<file path="config.mk">
export PLATFORM = sky130hd
export DESIGN_NAME = ipc_top
export DESIGN_NICKNAME = d
export VERILOG_FILES = /design/src/hdl/ipc_pkg.sv /design/src/hdl/ipc_ctx_save.sv /design/src/hdl/ipc_edge_det.sv /design/src/hdl/ipc_top.sv
export SDC_FILE = /design/constraint.sdc
export NUM_CORES = 1
export LEC_CHECK = 0
export CAP_MARGIN = 25
export CORE_UTILIZATION = 35
export CTS_CLUSTER_SIZE = 40
export DETAILED_ROUTE_END_ITERATION = 8
export DONT_BUFFER_PORTS = 1
export HOLD_SLACK_MARGIN = 0.15
export MAX_ROUTING_LAYER = met4
export PLACE_DENSITY_LB_ADDON = 0.3
export SETUP_SLACK_MARGIN = 0.4
export SLEW_MARGIN = 20
export SYNTH_ARGS = -nofsm -noshare
export SYNTH_HDL_FRONTEND = slang
export SYNTH_SLANG_ARGS = --single-unit
</file>
<file path="constraint.sdc">
create_clock -name sys_clk_i -period 2.36 [get_ports sys_clk_i]
set_input_delay 0.118 -clock sys_clk_i [delete_from_list [all_inputs] [get_ports sys_clk_i]]
set_output_delay 0.118 -clock sys_clk_i [all_outputs]
set_load 0.02 [all_outputs]
</file>
<file path="src/hdl/ipc_pkg.sv">
/*
  constants, field positions and carrier types of the interrupt priority block.
  assumes a 32-bit classic wishbone register bus with 8-bit registers in the low lane.
*/
// Function
// - one priority bit per peripheral source
// - priority bits act only with scheme enabled
// - first priority register: eight bits, reset high
// - second priority register, bit five reads zero
// - enhanced capture bit only on wide package
// - external pins edge-triggered, selectable edge
// - valid edge sets flag, enable gates it
// - enabled external pin wakes sleeping core
// - after wake, vector if global enable
// - pin one/two priority in third control
// - pin zero always high priority
// - timer zero 8-bit wrap sets flag
// - timer zero 16-bit: only full wrap
// - timer enable main bit5, priority second bit2
// - port b high nibble change sets flag
// - port b priority from second bit0
// - entry pushes pc, saves context fast
package ipc_pkg;
  // ==================================================
  // register byte addresses
  localparam logic [7:0] ADR_PRIO_ONE = 8'h00;
  localparam logic [7:0] ADR_PRIO_TWO = 8'h04;
  localparam logic [7:0] ADR_CTL_MAIN = 8'h08;
  localparam logic [7:0] ADR_CTL_SEC  = 8'h0c;
  localparam logic [7:0] ADR_CTL_THR  = 8'h10;
  localparam logic [7:0] ADR_SCHEME   = 8'h14;
  localparam logic [7:0] ADR_STATE    = 8'h18;
  // ==================================================
  // reset values and writable masks
  localparam logic [7:0] RST_PRIO_ONE = 8'hff;
  localparam logic [7:0] RST_PRIO_TWO = 8'hdf;
  localparam logic [7:0] MSK_PRIO_TWO = 8'hdf;
  localparam logic [7:0] MSK_PRIO_NAR = 8'hde;
  localparam logic [7:0] RST_CTL_MAIN = 8'h00;
  localparam logic [7:0] RST_CTL_SEC  = 8'h75;
  localparam logic [7:0] MSK_CTL_SEC  = 8'h75;
  localparam logic [7:0] RST_CTL_THR  = 8'hc0;
  localparam logic [7:0] MSK_CTL_THR  = 8'hdb;
  // ==================================================
  // field positions
  localparam int MAIN_GLB  = 7;
  localparam int MAIN_PEIE = 6;
  localparam int MAIN_T0E  = 5;
  localparam int MAIN_XP0E = 4;
  localparam int MAIN_RBE  = 3;
  localparam int MAIN_T0F  = 2;
  localparam int MAIN_XP0F = 1;
  localparam int MAIN_RBF  = 0;
  localparam int SEC_EDGE0 = 6;
  localparam int SEC_EDGE1 = 5;
  localparam int SEC_EDGE2 = 4;
  localparam int SEC_T0P   = 2;
  localparam int SEC_RBP   = 0;
  localparam int THR_XP2P  = 7;
  localparam int THR_XP1P  = 6;
  localparam int THR_XP2E  = 4;
  localparam int THR_XP1E  = 3;
  localparam int THR_XP2F  = 1;
  localparam int THR_XP1F  = 0;
  localparam int SCH_EN    = 0;
  // ==================================================
  // timer wrap values
  localparam logic [7:0]  T0_TOP8  = 8'hff;
  localparam logic [15:0] T0_TOP16 = 16'hffff;
  // ==================================================
  // context saved on interrupt entry
  typedef struct packed {
    logic [7:0] working_register;
    logic [7:0] status;
    logic [7:0] bank_select_register;
  } ipc_ctx_type;
endpackage

</file>
<file path="src/hdl/ipc_ctx_save.sv">
/*
  interrupt entry context capture: return pc push and fast return stack.
  assumes the core pulses irq_entry_i for one cycle per vectoring.
*/
`timescale 1ns/10ps
`default_nettype none
module ipc_ctx_save (
  input  wire logic                 sys_clk_i,
  input  wire logic                 rst_i,
  input  wire logic                 irq_entry_i,
  input  wire logic [20:0]          ret_pc_i,
  input  wire ipc_pkg::ipc_ctx_type ctx_i,
  output logic                      stack_push_o,
  output logic [20:0]               stack_pc_o,
  output ipc_pkg::ipc_ctx_type      fast_ctx_o
);
  // ==================================================
  // push strobe and pc for the hardware return stack
  always_ff @(posedge sys_clk_i) begin
    if (rst_i) begin
      stack_push_o <= 1'b0;
      stack_pc_o   <= 21'h000000;
    end else begin
      stack_push_o <= irq_entry_i;
      if (irq_entry_i) begin
        stack_pc_o <= ret_pc_i;
      end
    end
  end

  // ==================================================
  // single-level fast stack: a nested entry overwrites it
  always_ff @(posedge sys_clk_i) begin
    if (rst_i) begin
      fast_ctx_o <= '0;
    end else if (irq_entry_i) begin
      fast_ctx_o <= ctx_i;
    end
  end
endmodule // ipc_ctx_save
`default_nettype wire

</file>
<file path="src/hdl/ipc_edge_det.sv">
/*
  edge detector for one external interrupt pin with selectable polarity.
  assumes the pin is synchronous to sys_clk_i.
*/
`timescale 1ns/10ps
`default_nettype none
module ipc_edge_det (
  input  wire logic sys_clk_i,
  input  wire logic rst_i,
  input  wire logic pin_i,
  input  wire logic rise_sel_i,
  output logic      edge_o
);
  logic prev_r;
  logic valid_r;

  // ==================================================
  // previous level; valid blocks a false edge right after reset
  always_ff @(posedge sys_clk_i) begin
    if (rst_i) begin
      prev_r  <= 1'b0;
      valid_r <= 1'b0;
    end else begin
      prev_r  <= pin_i;
      valid_r <= 1'b1;
    end
  end

  // rising when select is one, falling when zero
  assign edge_o = valid_r & (rise_sel_i ? (pin_i & ~prev_r) : (~pin_i & prev_r));
endmodule // ipc_edge_det
`default_nettype wire

</file>
<file path="src/hdl/ipc_top.sv">
/*
  interrupt priority, external pin, timer zero, port b change and context logic.
  assumes a classic wishbone master, peripheral requests already flag-and-enable
  gated, and a core that acknowledges vectoring with a one-cycle entry pulse.
*/
`timescale 1ns/10ps
`default_nettype none
module ipc_top #(
  parameter bit WIDE_PKG = 1'b1
) (
  input  wire logic                 sys_clk_i,
  input  wire logic                 rst_i,
  input  wire logic                 wb_cyc_i,
  input  wire logic                 wb_stb_i,
  input  wire logic                 wb_we_i,
  input  wire logic [7:0]           wb_adr_i,
  input  wire logic [3:0]           wb_sel_i,
  input  wire logic [31:0]          wb_dat_i,
  output logic      [31:0]          wb_dat_o,
  output logic                      wb_ack_o,
  input  wire logic [15:0]          periph_req_i,
  input  wire logic [2:0]           ext_pin_i,
  input  wire logic [15:0]          timer_zero_count_i,
  input  wire logic                 timer_zero_wide_i,
  input  wire logic [3:0]           port_b_high_i,
  input  wire logic                 sleep_i,
  input  wire logic                 irq_entry_i,
  input  wire logic [20:0]          ret_pc_i,
  input  wire ipc_pkg::ipc_ctx_type ctx_i,
  output logic                      irq_high_o,
  output logic                      irq_low_o,
  output logic                      wake_o,
  output logic                      wake_branch_o,
  output logic                      stack_push_o,
  output logic [20:0]               stack_pc_o,
  output ipc_pkg::ipc_ctx_type      fast_ctx_o
);
  logic [7:0]  prio_one_r;
  logic [7:0]  prio_two_r;
  logic [7:0]  ctl_main_r;
  logic [7:0]  ctl_sec_r;
  logic [7:0]  ctl_thr_r;
  logic        scheme_r;
  logic        ack_r;
  logic [7:0]  rd_nxt;
  logic        wr_en;
  logic [2:0]  ext_edge;
  logic [2:0]  edge_sel;
  logic [15:0] t0_prev_r;
  logic        t0_wrap;
  logic [3:0]  rb_prev_r;
  logic        rb_valid_r;
  logic        rb_change;
  logic        sleep_prev_r;
  logic [2:0]  wake_en_r;
  logic [2:0]  ext_flag;
  logic [2:0]  ext_en;
  logic [4:0]  core_req;
  logic [4:0]  core_prio;
  logic [15:0] per_req;
  logic [15:0] per_prio;
  logic        hi_any;
  logic        lo_any;
  logic [7:0]  prio_two_msk;

  // 28-pin parts lose the enhanced capture bit
  assign prio_two_msk = WIDE_PKG ? ipc_pkg::MSK_PRIO_TWO : ipc_pkg::MSK_PRIO_NAR;

  // ==================================================
  // wishbone slave: ack one cycle after request, write lands on the ack edge
  assign wr_en    = wb_cyc_i & wb_stb_i & wb_we_i & ack_r & wb_sel_i[0];
  assign wb_ack_o = ack_r;

  // ack drops the cycle after it was given
  always_ff @(posedge sys_clk_i) begin
    if (rst_i) begin
      ack_r <= 1'b0;
    end else begin
      ack_r <= wb_cyc_i & wb_stb_i & ~ack_r;
    end
  end

  // read mux; unmapped addresses read zero but still ack
  always_comb begin
    rd_nxt = 8'h00;
    unique case (wb_adr_i)
      ipc_pkg::ADR_PRIO_ONE: rd_nxt = prio_one_r;
      ipc_pkg::ADR_PRIO_TWO: rd_nxt = prio_two_r & prio_two_msk;
      ipc_pkg::ADR_CTL_MAIN: rd_nxt = ctl_main_r;
      ipc_pkg::ADR_CTL_SEC:  rd_nxt = ctl_sec_r;
      ipc_pkg::ADR_CTL_THR:  rd_nxt = ctl_thr_r;
      ipc_pkg::ADR_SCHEME:   rd_nxt = {7'h00, scheme_r};
      ipc_pkg::ADR_STATE:    rd_nxt = {4'h0, wake_o, sleep_prev_r, irq_low_o, irq_high_o};
      default:               rd_nxt = 8'h00;
    endcase
  end

  // read data captured on the request edge, held through the ack
  always_ff @(posedge sys_clk_i) begin
    if (rst_i) begin
      wb_dat_o <= 32'h00000000;
    end else if (wb_cyc_i & wb_stb_i & ~ack_r) begin
      wb_dat_o <= {24'h000000, rd_nxt};
    end
  end

  // ==================================================
  // priority registers, high after reset except bit 5 of the second
  always_ff @(posedge sys_clk_i) begin
    if (rst_i) begin
      prio_one_r <= ipc_pkg::RST_PRIO_ONE;
      prio_two_r <= ipc_pkg::RST_PRIO_TWO;
      scheme_r   <= 1'b0;
    end else if (wr_en) begin
      if (wb_adr_i == ipc_pkg::ADR_PRIO_ONE) begin
        prio_one_r <= wb_dat_i[7:0];
      end
      if (wb_adr_i == ipc_pkg::ADR_PRIO_TWO) begin
        prio_two_r <= wb_dat_i[7:0] & ipc_pkg::MSK_PRIO_TWO;
      end
      if (wb_adr_i == ipc_pkg::ADR_SCHEME) begin
        scheme_r <= wb_dat_i[ipc_pkg::SCH_EN];
      end
    end
  end

  // ==================================================
  // source detection
  assign edge_sel = {ctl_sec_r[ipc_pkg::SEC_EDGE2], ctl_sec_r[ipc_pkg::SEC_EDGE1],
                     ctl_sec_r[ipc_pkg::SEC_EDGE0]};

  // one detector per external pin
  for (genvar g = 0; g < 3; g++) begin : g_ext
    ipc_edge_det u_edge (
      .sys_clk_i  (sys_clk_i),
      .rst_i      (rst_i),
      .pin_i      (ext_pin_i[g]),
      .rise_sel_i (edge_sel[g]),
      .edge_o     (ext_edge[g])
    );
  end

  // timer wrap: 8-bit mode watches the low byte, 16-bit the pair
  assign t0_wrap = timer_zero_wide_i
                 ? (t0_prev_r == ipc_pkg::T0_TOP16) && (timer_zero_count_i == 16'h0000)
                 : (t0_prev_r[7:0] == ipc_pkg::T0_TOP8) && (timer_zero_count_i[7:0] == 8'h00);

  // any difference on the high nibble is a change
  assign rb_change = rb_valid_r & (rb_prev_r != port_b_high_i);

  // history of timer and port levels
  always_ff @(posedge sys_clk_i) begin
    if (rst_i) begin
      t0_prev_r  <= 16'h0000;
      rb_prev_r  <= 4'h0;
      rb_valid_r <= 1'b0;
    end else begin
      t0_prev_r  <= timer_zero_count_i;
      rb_prev_r  <= port_b_high_i;
      rb_valid_r <= 1'b1;
    end
  end

  // ==================================================
  // main control: hardware set wins over a software clear in the same cycle
  always_ff @(posedge sys_clk_i) begin
    if (rst_i) begin
      ctl_main_r <= ipc_pkg::RST_CTL_MAIN;
    end else begin
      if (wr_en && wb_adr_i == ipc_pkg::ADR_CTL_MAIN) begin
        ctl_main_r <= wb_dat_i[7:0];
      end
      if (t0_wrap) begin
        ctl_main_r[ipc_pkg::MAIN_T0F] <= 1'b1;
      end
      if (ext_edge[0]) begin
        ctl_main_r[ipc_pkg::MAIN_XP0F] <= 1'b1;
      end
      if (rb_change) begin
        ctl_main_r[ipc_pkg::MAIN_RBF] <= 1'b1;
      end
    end
  end

  // edge selects and priorities of timer and port b
  always_ff @(posedge sys_clk_i) begin
    if (rst_i) begin
      ctl_sec_r <= ipc_pkg::RST_CTL_SEC;
    end else if (wr_en && wb_adr_i == ipc_pkg::ADR_CTL_SEC) begin
      ctl_sec_r <= wb_dat_i[7:0] & ipc_pkg::MSK_CTL_SEC;
    end
  end

  // pins one and two: flags set by edge, set wins over clear
  always_ff @(posedge sys_clk_i) begin
    if (rst_i) begin
      ctl_thr_r <= ipc_pkg::RST_CTL_THR;
    end else begin
      if (wr_en && wb_adr_i == ipc_pkg::ADR_CTL_THR) begin
        ctl_thr_r <= wb_dat_i[7:0] & ipc_pkg::MSK_CTL_THR;
      end
      if (ext_edge[1]) begin
        ctl_thr_r[ipc_pkg::THR_XP1F] <= 1'b1;
      end
      if (ext_edge[2]) begin
        ctl_thr_r[ipc_pkg::THR_XP2F] <= 1'b1;
      end
    end
  end

  // ==================================================
  // request routing
  assign ext_flag = {ctl_thr_r[ipc_pkg::THR_XP2F], ctl_thr_r[ipc_pkg::THR_XP1F],
                     ctl_main_r[ipc_pkg::MAIN_XP0F]};
  assign ext_en   = {ctl_thr_r[ipc_pkg::THR_XP2E], ctl_thr_r[ipc_pkg::THR_XP1E],
                     ctl_main_r[ipc_pkg::MAIN_XP0E]};

  // a flag without its enable never reaches the core
  assign core_req = {ctl_main_r[ipc_pkg::MAIN_RBF] & ctl_main_r[ipc_pkg::MAIN_RBE],
                     ctl_main_r[ipc_pkg::MAIN_T0F] & ctl_main_r[ipc_pkg::MAIN_T0E],
                     ext_flag & ext_en};

  // pin zero has no priority bit and is hard-wired high
  assign core_prio = {ctl_sec_r[ipc_pkg::SEC_RBP], ctl_sec_r[ipc_pkg::SEC_T0P],
                      ctl_thr_r[ipc_pkg::THR_XP2P], ctl_thr_r[ipc_pkg::THR_XP1P],
                      1'b1};

  assign per_req  = periph_req_i & {prio_two_msk, 8'hff};
  assign per_prio = {prio_two_r, prio_one_r};

  // with the scheme off every priority bit is ignored
  assign hi_any = |(core_req & (core_prio | {5{~scheme_r}}))
                | |(per_req & (per_prio | {16{~scheme_r}}));
  assign lo_any = scheme_r & (|(core_req & ~core_prio) | |(per_req & ~per_prio));

  // legacy mode: bit 7 global, bit 6 peripherals; scheme mode: bit 7 high, bit 6 low
  always_ff @(posedge sys_clk_i) begin
    if (rst_i) begin
      irq_high_o <= 1'b0;
      irq_low_o  <= 1'b0;
    end else if (scheme_r) begin
      irq_high_o <= ctl_main_r[ipc_pkg::MAIN_GLB] & hi_any;
      irq_low_o  <= ctl_main_r[ipc_pkg::MAIN_PEIE] & lo_any;
    end else begin
      irq_high_o <= ctl_main_r[ipc_pkg::MAIN_GLB]
                  & (|core_req | (ctl_main_r[ipc_pkg::MAIN_PEIE] & |per_req));
      irq_low_o  <= 1'b0;
    end
  end

  // ==================================================
  // wake-up: enables snapshot on sleep entry decide who may wake
  always_ff @(posedge sys_clk_i) begin
    if (rst_i) begin
      sleep_prev_r  <= 1'b0;
      wake_en_r     <= 3'h0;
      wake_o        <= 1'b0;
      wake_branch_o <= 1'b0;
    end else begin
      sleep_prev_r <= sleep_i;
      if (sleep_i & ~sleep_prev_r) begin
        wake_en_r <= ext_en;
      end
      wake_o        <= sleep_prev_r & |(ext_flag & wake_en_r);
      wake_branch_o <= sleep_prev_r & |(ext_flag & wake_en_r)
                     & ctl_main_r[ipc_pkg::MAIN_GLB];
    end
  end

  // ==================================================
  // context capture on entry
  ipc_ctx_save u_ctx (
    .sys_clk_i    (sys_clk_i),
    .rst_i        (rst_i),
    .irq_entry_i  (irq_entry_i),
    .ret_pc_i     (ret_pc_i),
    .ctx_i        (ctx_i),
    .stack_push_o (stack_push_o),
    .stack_pc_o   (stack_pc_o),
    .fast_ctx_o   (fast_ctx_o)
  );
endmodule // ipc_top
`default_nettype wire

</file>
==> metrics, run 1 <==
H-tree lvl count 4; number of port buffers 0; Placement Cell Area about 5300 um2; cells after synthesis 543; number of gates resized after cts 0; Post CTS Setup Buffer Count 0; sequential area share after synthesis 46.98%; Post-Syn Area per Cell 9.574 um2; Main synth FF type dfxtp_1; First Err [ERROR RSZ-0060] Max buffer count reached.; maximum root-to-sink buffer count 2; CTS root buffer clkbuf_16; Synth cell types 51; Die Height 123.9 um; status aborted with a tool error; CTS Sinks 122; die width 123.9 um; Post-synth EDFFs 0; TritonCTS buffer count 17; starting density of the core 35.77%; cts hold-fix bufs 148; Rows 44; placer congestion estimate 0.9210; IO Count 219; Last stage clock tree synthesis (4_1_cts); FFs w/ async S/R, synth 0%; area leader, netlist dfxtp_1; #FFs+latches synth 122; share of the synthesized area in the top cell type between 40% and 50%; Syn Std Cell Area roughly 5200 um2; dominant cells by area after synthesis dfxtp_1 (47%), mux2i_1 (15%), nor2_1 (5.1%); synth warn 0; DP HPWL 9825 um
[per-stage QoR]
step / hold slack (ns) / setup WS [ns] / cells
after detailed placement: 0.2009 / 0.5803 / 703
after global placement: 0.2002 / 0.6232 / 703
after floorplan: 0.2431 / 0.6051 / 566
[cells in the mapped netlist, types with 3 or more instances]
library cell    n
and2_1          4
clkbuf_1       12
o21ai_0        14
dfxtp_1       122
buf_1          11
o22ai_1         8
nor2_1         71
nand3_1         4
a22o_1          9
or4_1           5
nand2b_1        7
a22oi_1         6
nand4b_1        3
a31oi_1         3
nor4_1          6
buf_4          24
o311ai_0        5
nand2_1        26
xor2_1          4
nand4_1        12
nor3_1         14
nor2b_1        28
nor3b_1         4
buf_2           3
a21oi_1        12
mux2i_1        76
inv_1          15
[cell families after synthesis]
kind of cell / share of synthesized area, %
simple gates: 19.90
flops: 46.98
mux: 15.50
compound gates: 10.37
buf+inv: 6.498
xor+xnor: 0.6738
other cells: 0.07213
==> run 2, diff against run 1 <==
- CORE_UTILIZATION: 35 -> 20
- CTS_CLUSTER_SIZE: 40 -> default
- HOLD_SLACK_MARGIN: 0.15 -> default
- MAX_ROUTING_LAYER: met4 -> default
- PLACE_DENSITY_LB_ADDON: 0.3 -> 0.15
- SETUP_SLACK_MARGIN: 0.4 -> default
==> metrics, run 2 <==
DP HPWL about 12000 um; share of the synthesized area in the top cell type 46.98%; Biggest register u_ctx.fast_ctx_o; Final period util 89.66%; FFs w/ async S/R, synth 0%; number of flip-flops under the largest register name 24; worst min path class primary input to flip-flop; TritonCTS clock tree yes; WHS Endpoint ctl_main_r[2]$_SDFFE_PP0P_; CP arrival 2.41 ns; DR pass1 iterations 4; via/cell ratio 4.428; multi-input logic area about 2500 um2; status finished, final reports clean; gr usage total 13.18%; Max Cap Viol 0; post-layout worst setup margin 0.2439 ns; number of port buffers 0; dominant cells by area after synthesis dfxtp_1 (47%), mux2i_1 (15%), nor2_1 (5.1%); worst-margin pin slew 0.6369 ns; core footprint about 25000 um2; IO Count 219; WHS roughly 0.0035 ns; Post-synth EDFFs 0; die area 26640 um2; Reg2Reg Setup Slack 0.24 ns; Syn Std Cell Area ~5200 um2; DR iter-0 viols 190; f_max 472.6 MHz; post-DR wirelength/cell between 15 and 20 um; DRT antenna net count 0; delay-heaviest family, CP buffers and inverters; HP Start timer_zero_wide_i; area grow syn2layout 37.18%; global-route wire length before repair 25740 um; Fill cells 2676; total congestion overflow 0; routed wire length roughly 18000 um; Final Max Slew Viols 0; crit-path max FO 10; worst path required time 2.66 ns; Main synth FF type dfxtp_1; crit start category flip-flop; slowest stage delay, CP 0.57 ns; PD cells 785.1 nW/um2; initial antenna violation count 0; H-tree lvl count 4; clk_skew 0.009124 ns; Leak 2.894 nW; Post-Syn Area per Cell between 9 and 10 um2; commonest cells after routing, fill and taps aside dfxtp_1 (122), dlygate4sd3_1 (97), mux2i_1 (76), nor2_1 (71), nor2b_1 (28); setup violators final 0; sequential area share after synthesis 46.98%; Tmin final 2.116 ns; TritonCTS buffer count 17; top cells by count, synth dfxtp_1 (122), mux2i_1 (76), nor2_1 (71); via count approximately 4300; CP endpoint kind flip-flop; starting density of the core 20.53%; Placement Cell Area 5454 um2; Sum Neg Setup Slack 0 ns; vias in the first global route 4422; cell with the most instances after synthesis dfxtp_1; antenna cell count 0; critical path class flip-flop to flip-flop; top flop regs u_ctx.fast_ctx_o x24, u_ctx.stack_pc_o x21, t0_prev_r x16; area leader, netlist dfxtp_1; r2r startpoint wb_ack_o$_SDFF_PP0_; Die Height around 160 um; Rows 58; CTS root buffer clkbuf_16; CTS Sinks 122; reg2reg path depth 6; Worst path slowest cell dlygate4sd3_1; final instance area 7132 um2; maximum root-to-sink buffer count 2; buffers and inverters on the worst path 2; Synth cell types 51; Fin. Hold Viols 0; placer congestion estimate 0.8406; die width 163.2 um; Max VDD drop 0.0003868 V; register area 2442 um2; pre-CTS WS 0.6832 ns; DRC errors left 0; largest net degree at the start of global routing 108; RSZ-0062 raised after global routing false; layout cells sized above 1 6.759%; cell-by-cell trace of the critical path and4b_1 -> nand4_1 -> buf_4 -> mux2i_1 -> a21oi_1 -> dlygate4sd3_1; Core Util, Final 28.16%; max_slew headroom 56.96%; r2r endpoint ctl_main_r[1]$_SDFFE_PP0P_; commonest non-fill, non-tap cell in the layout dfxtp_1; hold path cells 3; clk slew on worst S/H paths 0.06 ns; cells after synthesis 543; nets 775; #FFs+latches synth approximately 120; synth warn 0; clk_lat worst skew 0.42 ns
[run 2: final cells by class]
class,count,share of cell area (%)
flip-flops and latches,122,34.25
clock buffers,20,6.544
clock inverters,11,2.702
repair buffers,104,14.81
inverters,15,0.7895
well taps,330,5.789
multi-input cells,379,35.12
[run 2: kinds of logic after synthesis]
kind of cell / Yosys count / share of synthesized area [%]
XOR/XNOR: 4 / 0.6738
AND/OR/NAND/NOR: 196 / 19.90
multiplexers: 79 / 15.50
other: 1 / 0.07213
flip-flops: 122 / 46.98
buffers and inverters: 65 / 6.498
AO/OA/AOI/OAI: 76 / 10.37
[run 2: worst max path at each step]
| stage | end | slack, ns | startpoint | depth (start not counted) |
|---|---|---|---|---|
| after global routing | ctl_main_r[1]$_SDFFE_PP0P_ | 0.15 | wb_ack_o$_SDFF_PP0_ | 6 |
| after detailed placement | prio_two_r[4]$_SDFFE_PP1P_ | 0.68 | wb_ack_o$_SDFF_PP0_ | 5 |
| after global placement | prio_two_r[1]$_SDFFE_PP1P_ | 0.69 | wb_ack_o$_SDFF_PP0_ | 5 |
| after floorplan | ctl_main_r[1]$_SDFFE_PP0P_ | 0.61 | wb_ack_o$_SDFF_PP0_ | 5 |
| final | ctl_main_r[1]$_SDFFE_PP0P_ | 0.24 | wb_ack_o$_SDFF_PP0_ | 6 |
| after CTS | ctl_main_r[1]$_SDFFE_PP0P_ | 0.26 | wb_ack_o$_SDFF_PP0_ | 6 |
[run 2: metal layers]
metal | track usage (%) | up-vias | share of wire [%]
met5 | 0 | - | 0
met4 | 3.908 | 0 | 0.85
li1 | - | 2088 | -
met2 | 22.48 | 148 | 49
met3 | 4.774 | 15 | 7.6
met1 | 15.30 | 2093 | 42
[run 2: worst register-to-register path: stages (launching register included)]
cell and delay (ns):
dfxtp_1 0.49, and4b_1 0.33, nand4_1 0.11, buf_4 0.25
mux2i_1 0.17, a21oi_1 0.08, dlygate4sd3_1 0.57
[run 2: report_power, final]
group | internal, mW | switching, mW
sequential | 2.14 | 0.108
combinational | 0.226 | 0.198
clock | 1.95 | 0.979
[run 2: timing repair]
| action | CTS | global route |
|---|---|---|
| hold buffers | 99 | 0 |
| hold endpoints to repair | 116 | 0 |
| setup buffers | 0 | 0 |
| resized for setup | 0 | 0 |
[run 2: per-stage QoR]
step	instances	power, mW
floorplan	566	2.536
global placement	851	2.504
detailed placement	851	2.508
global route	981	5.839
CTS	981	5.694
finish	981	5.599
Note: power is estimated with default switching activity, not from simulation.
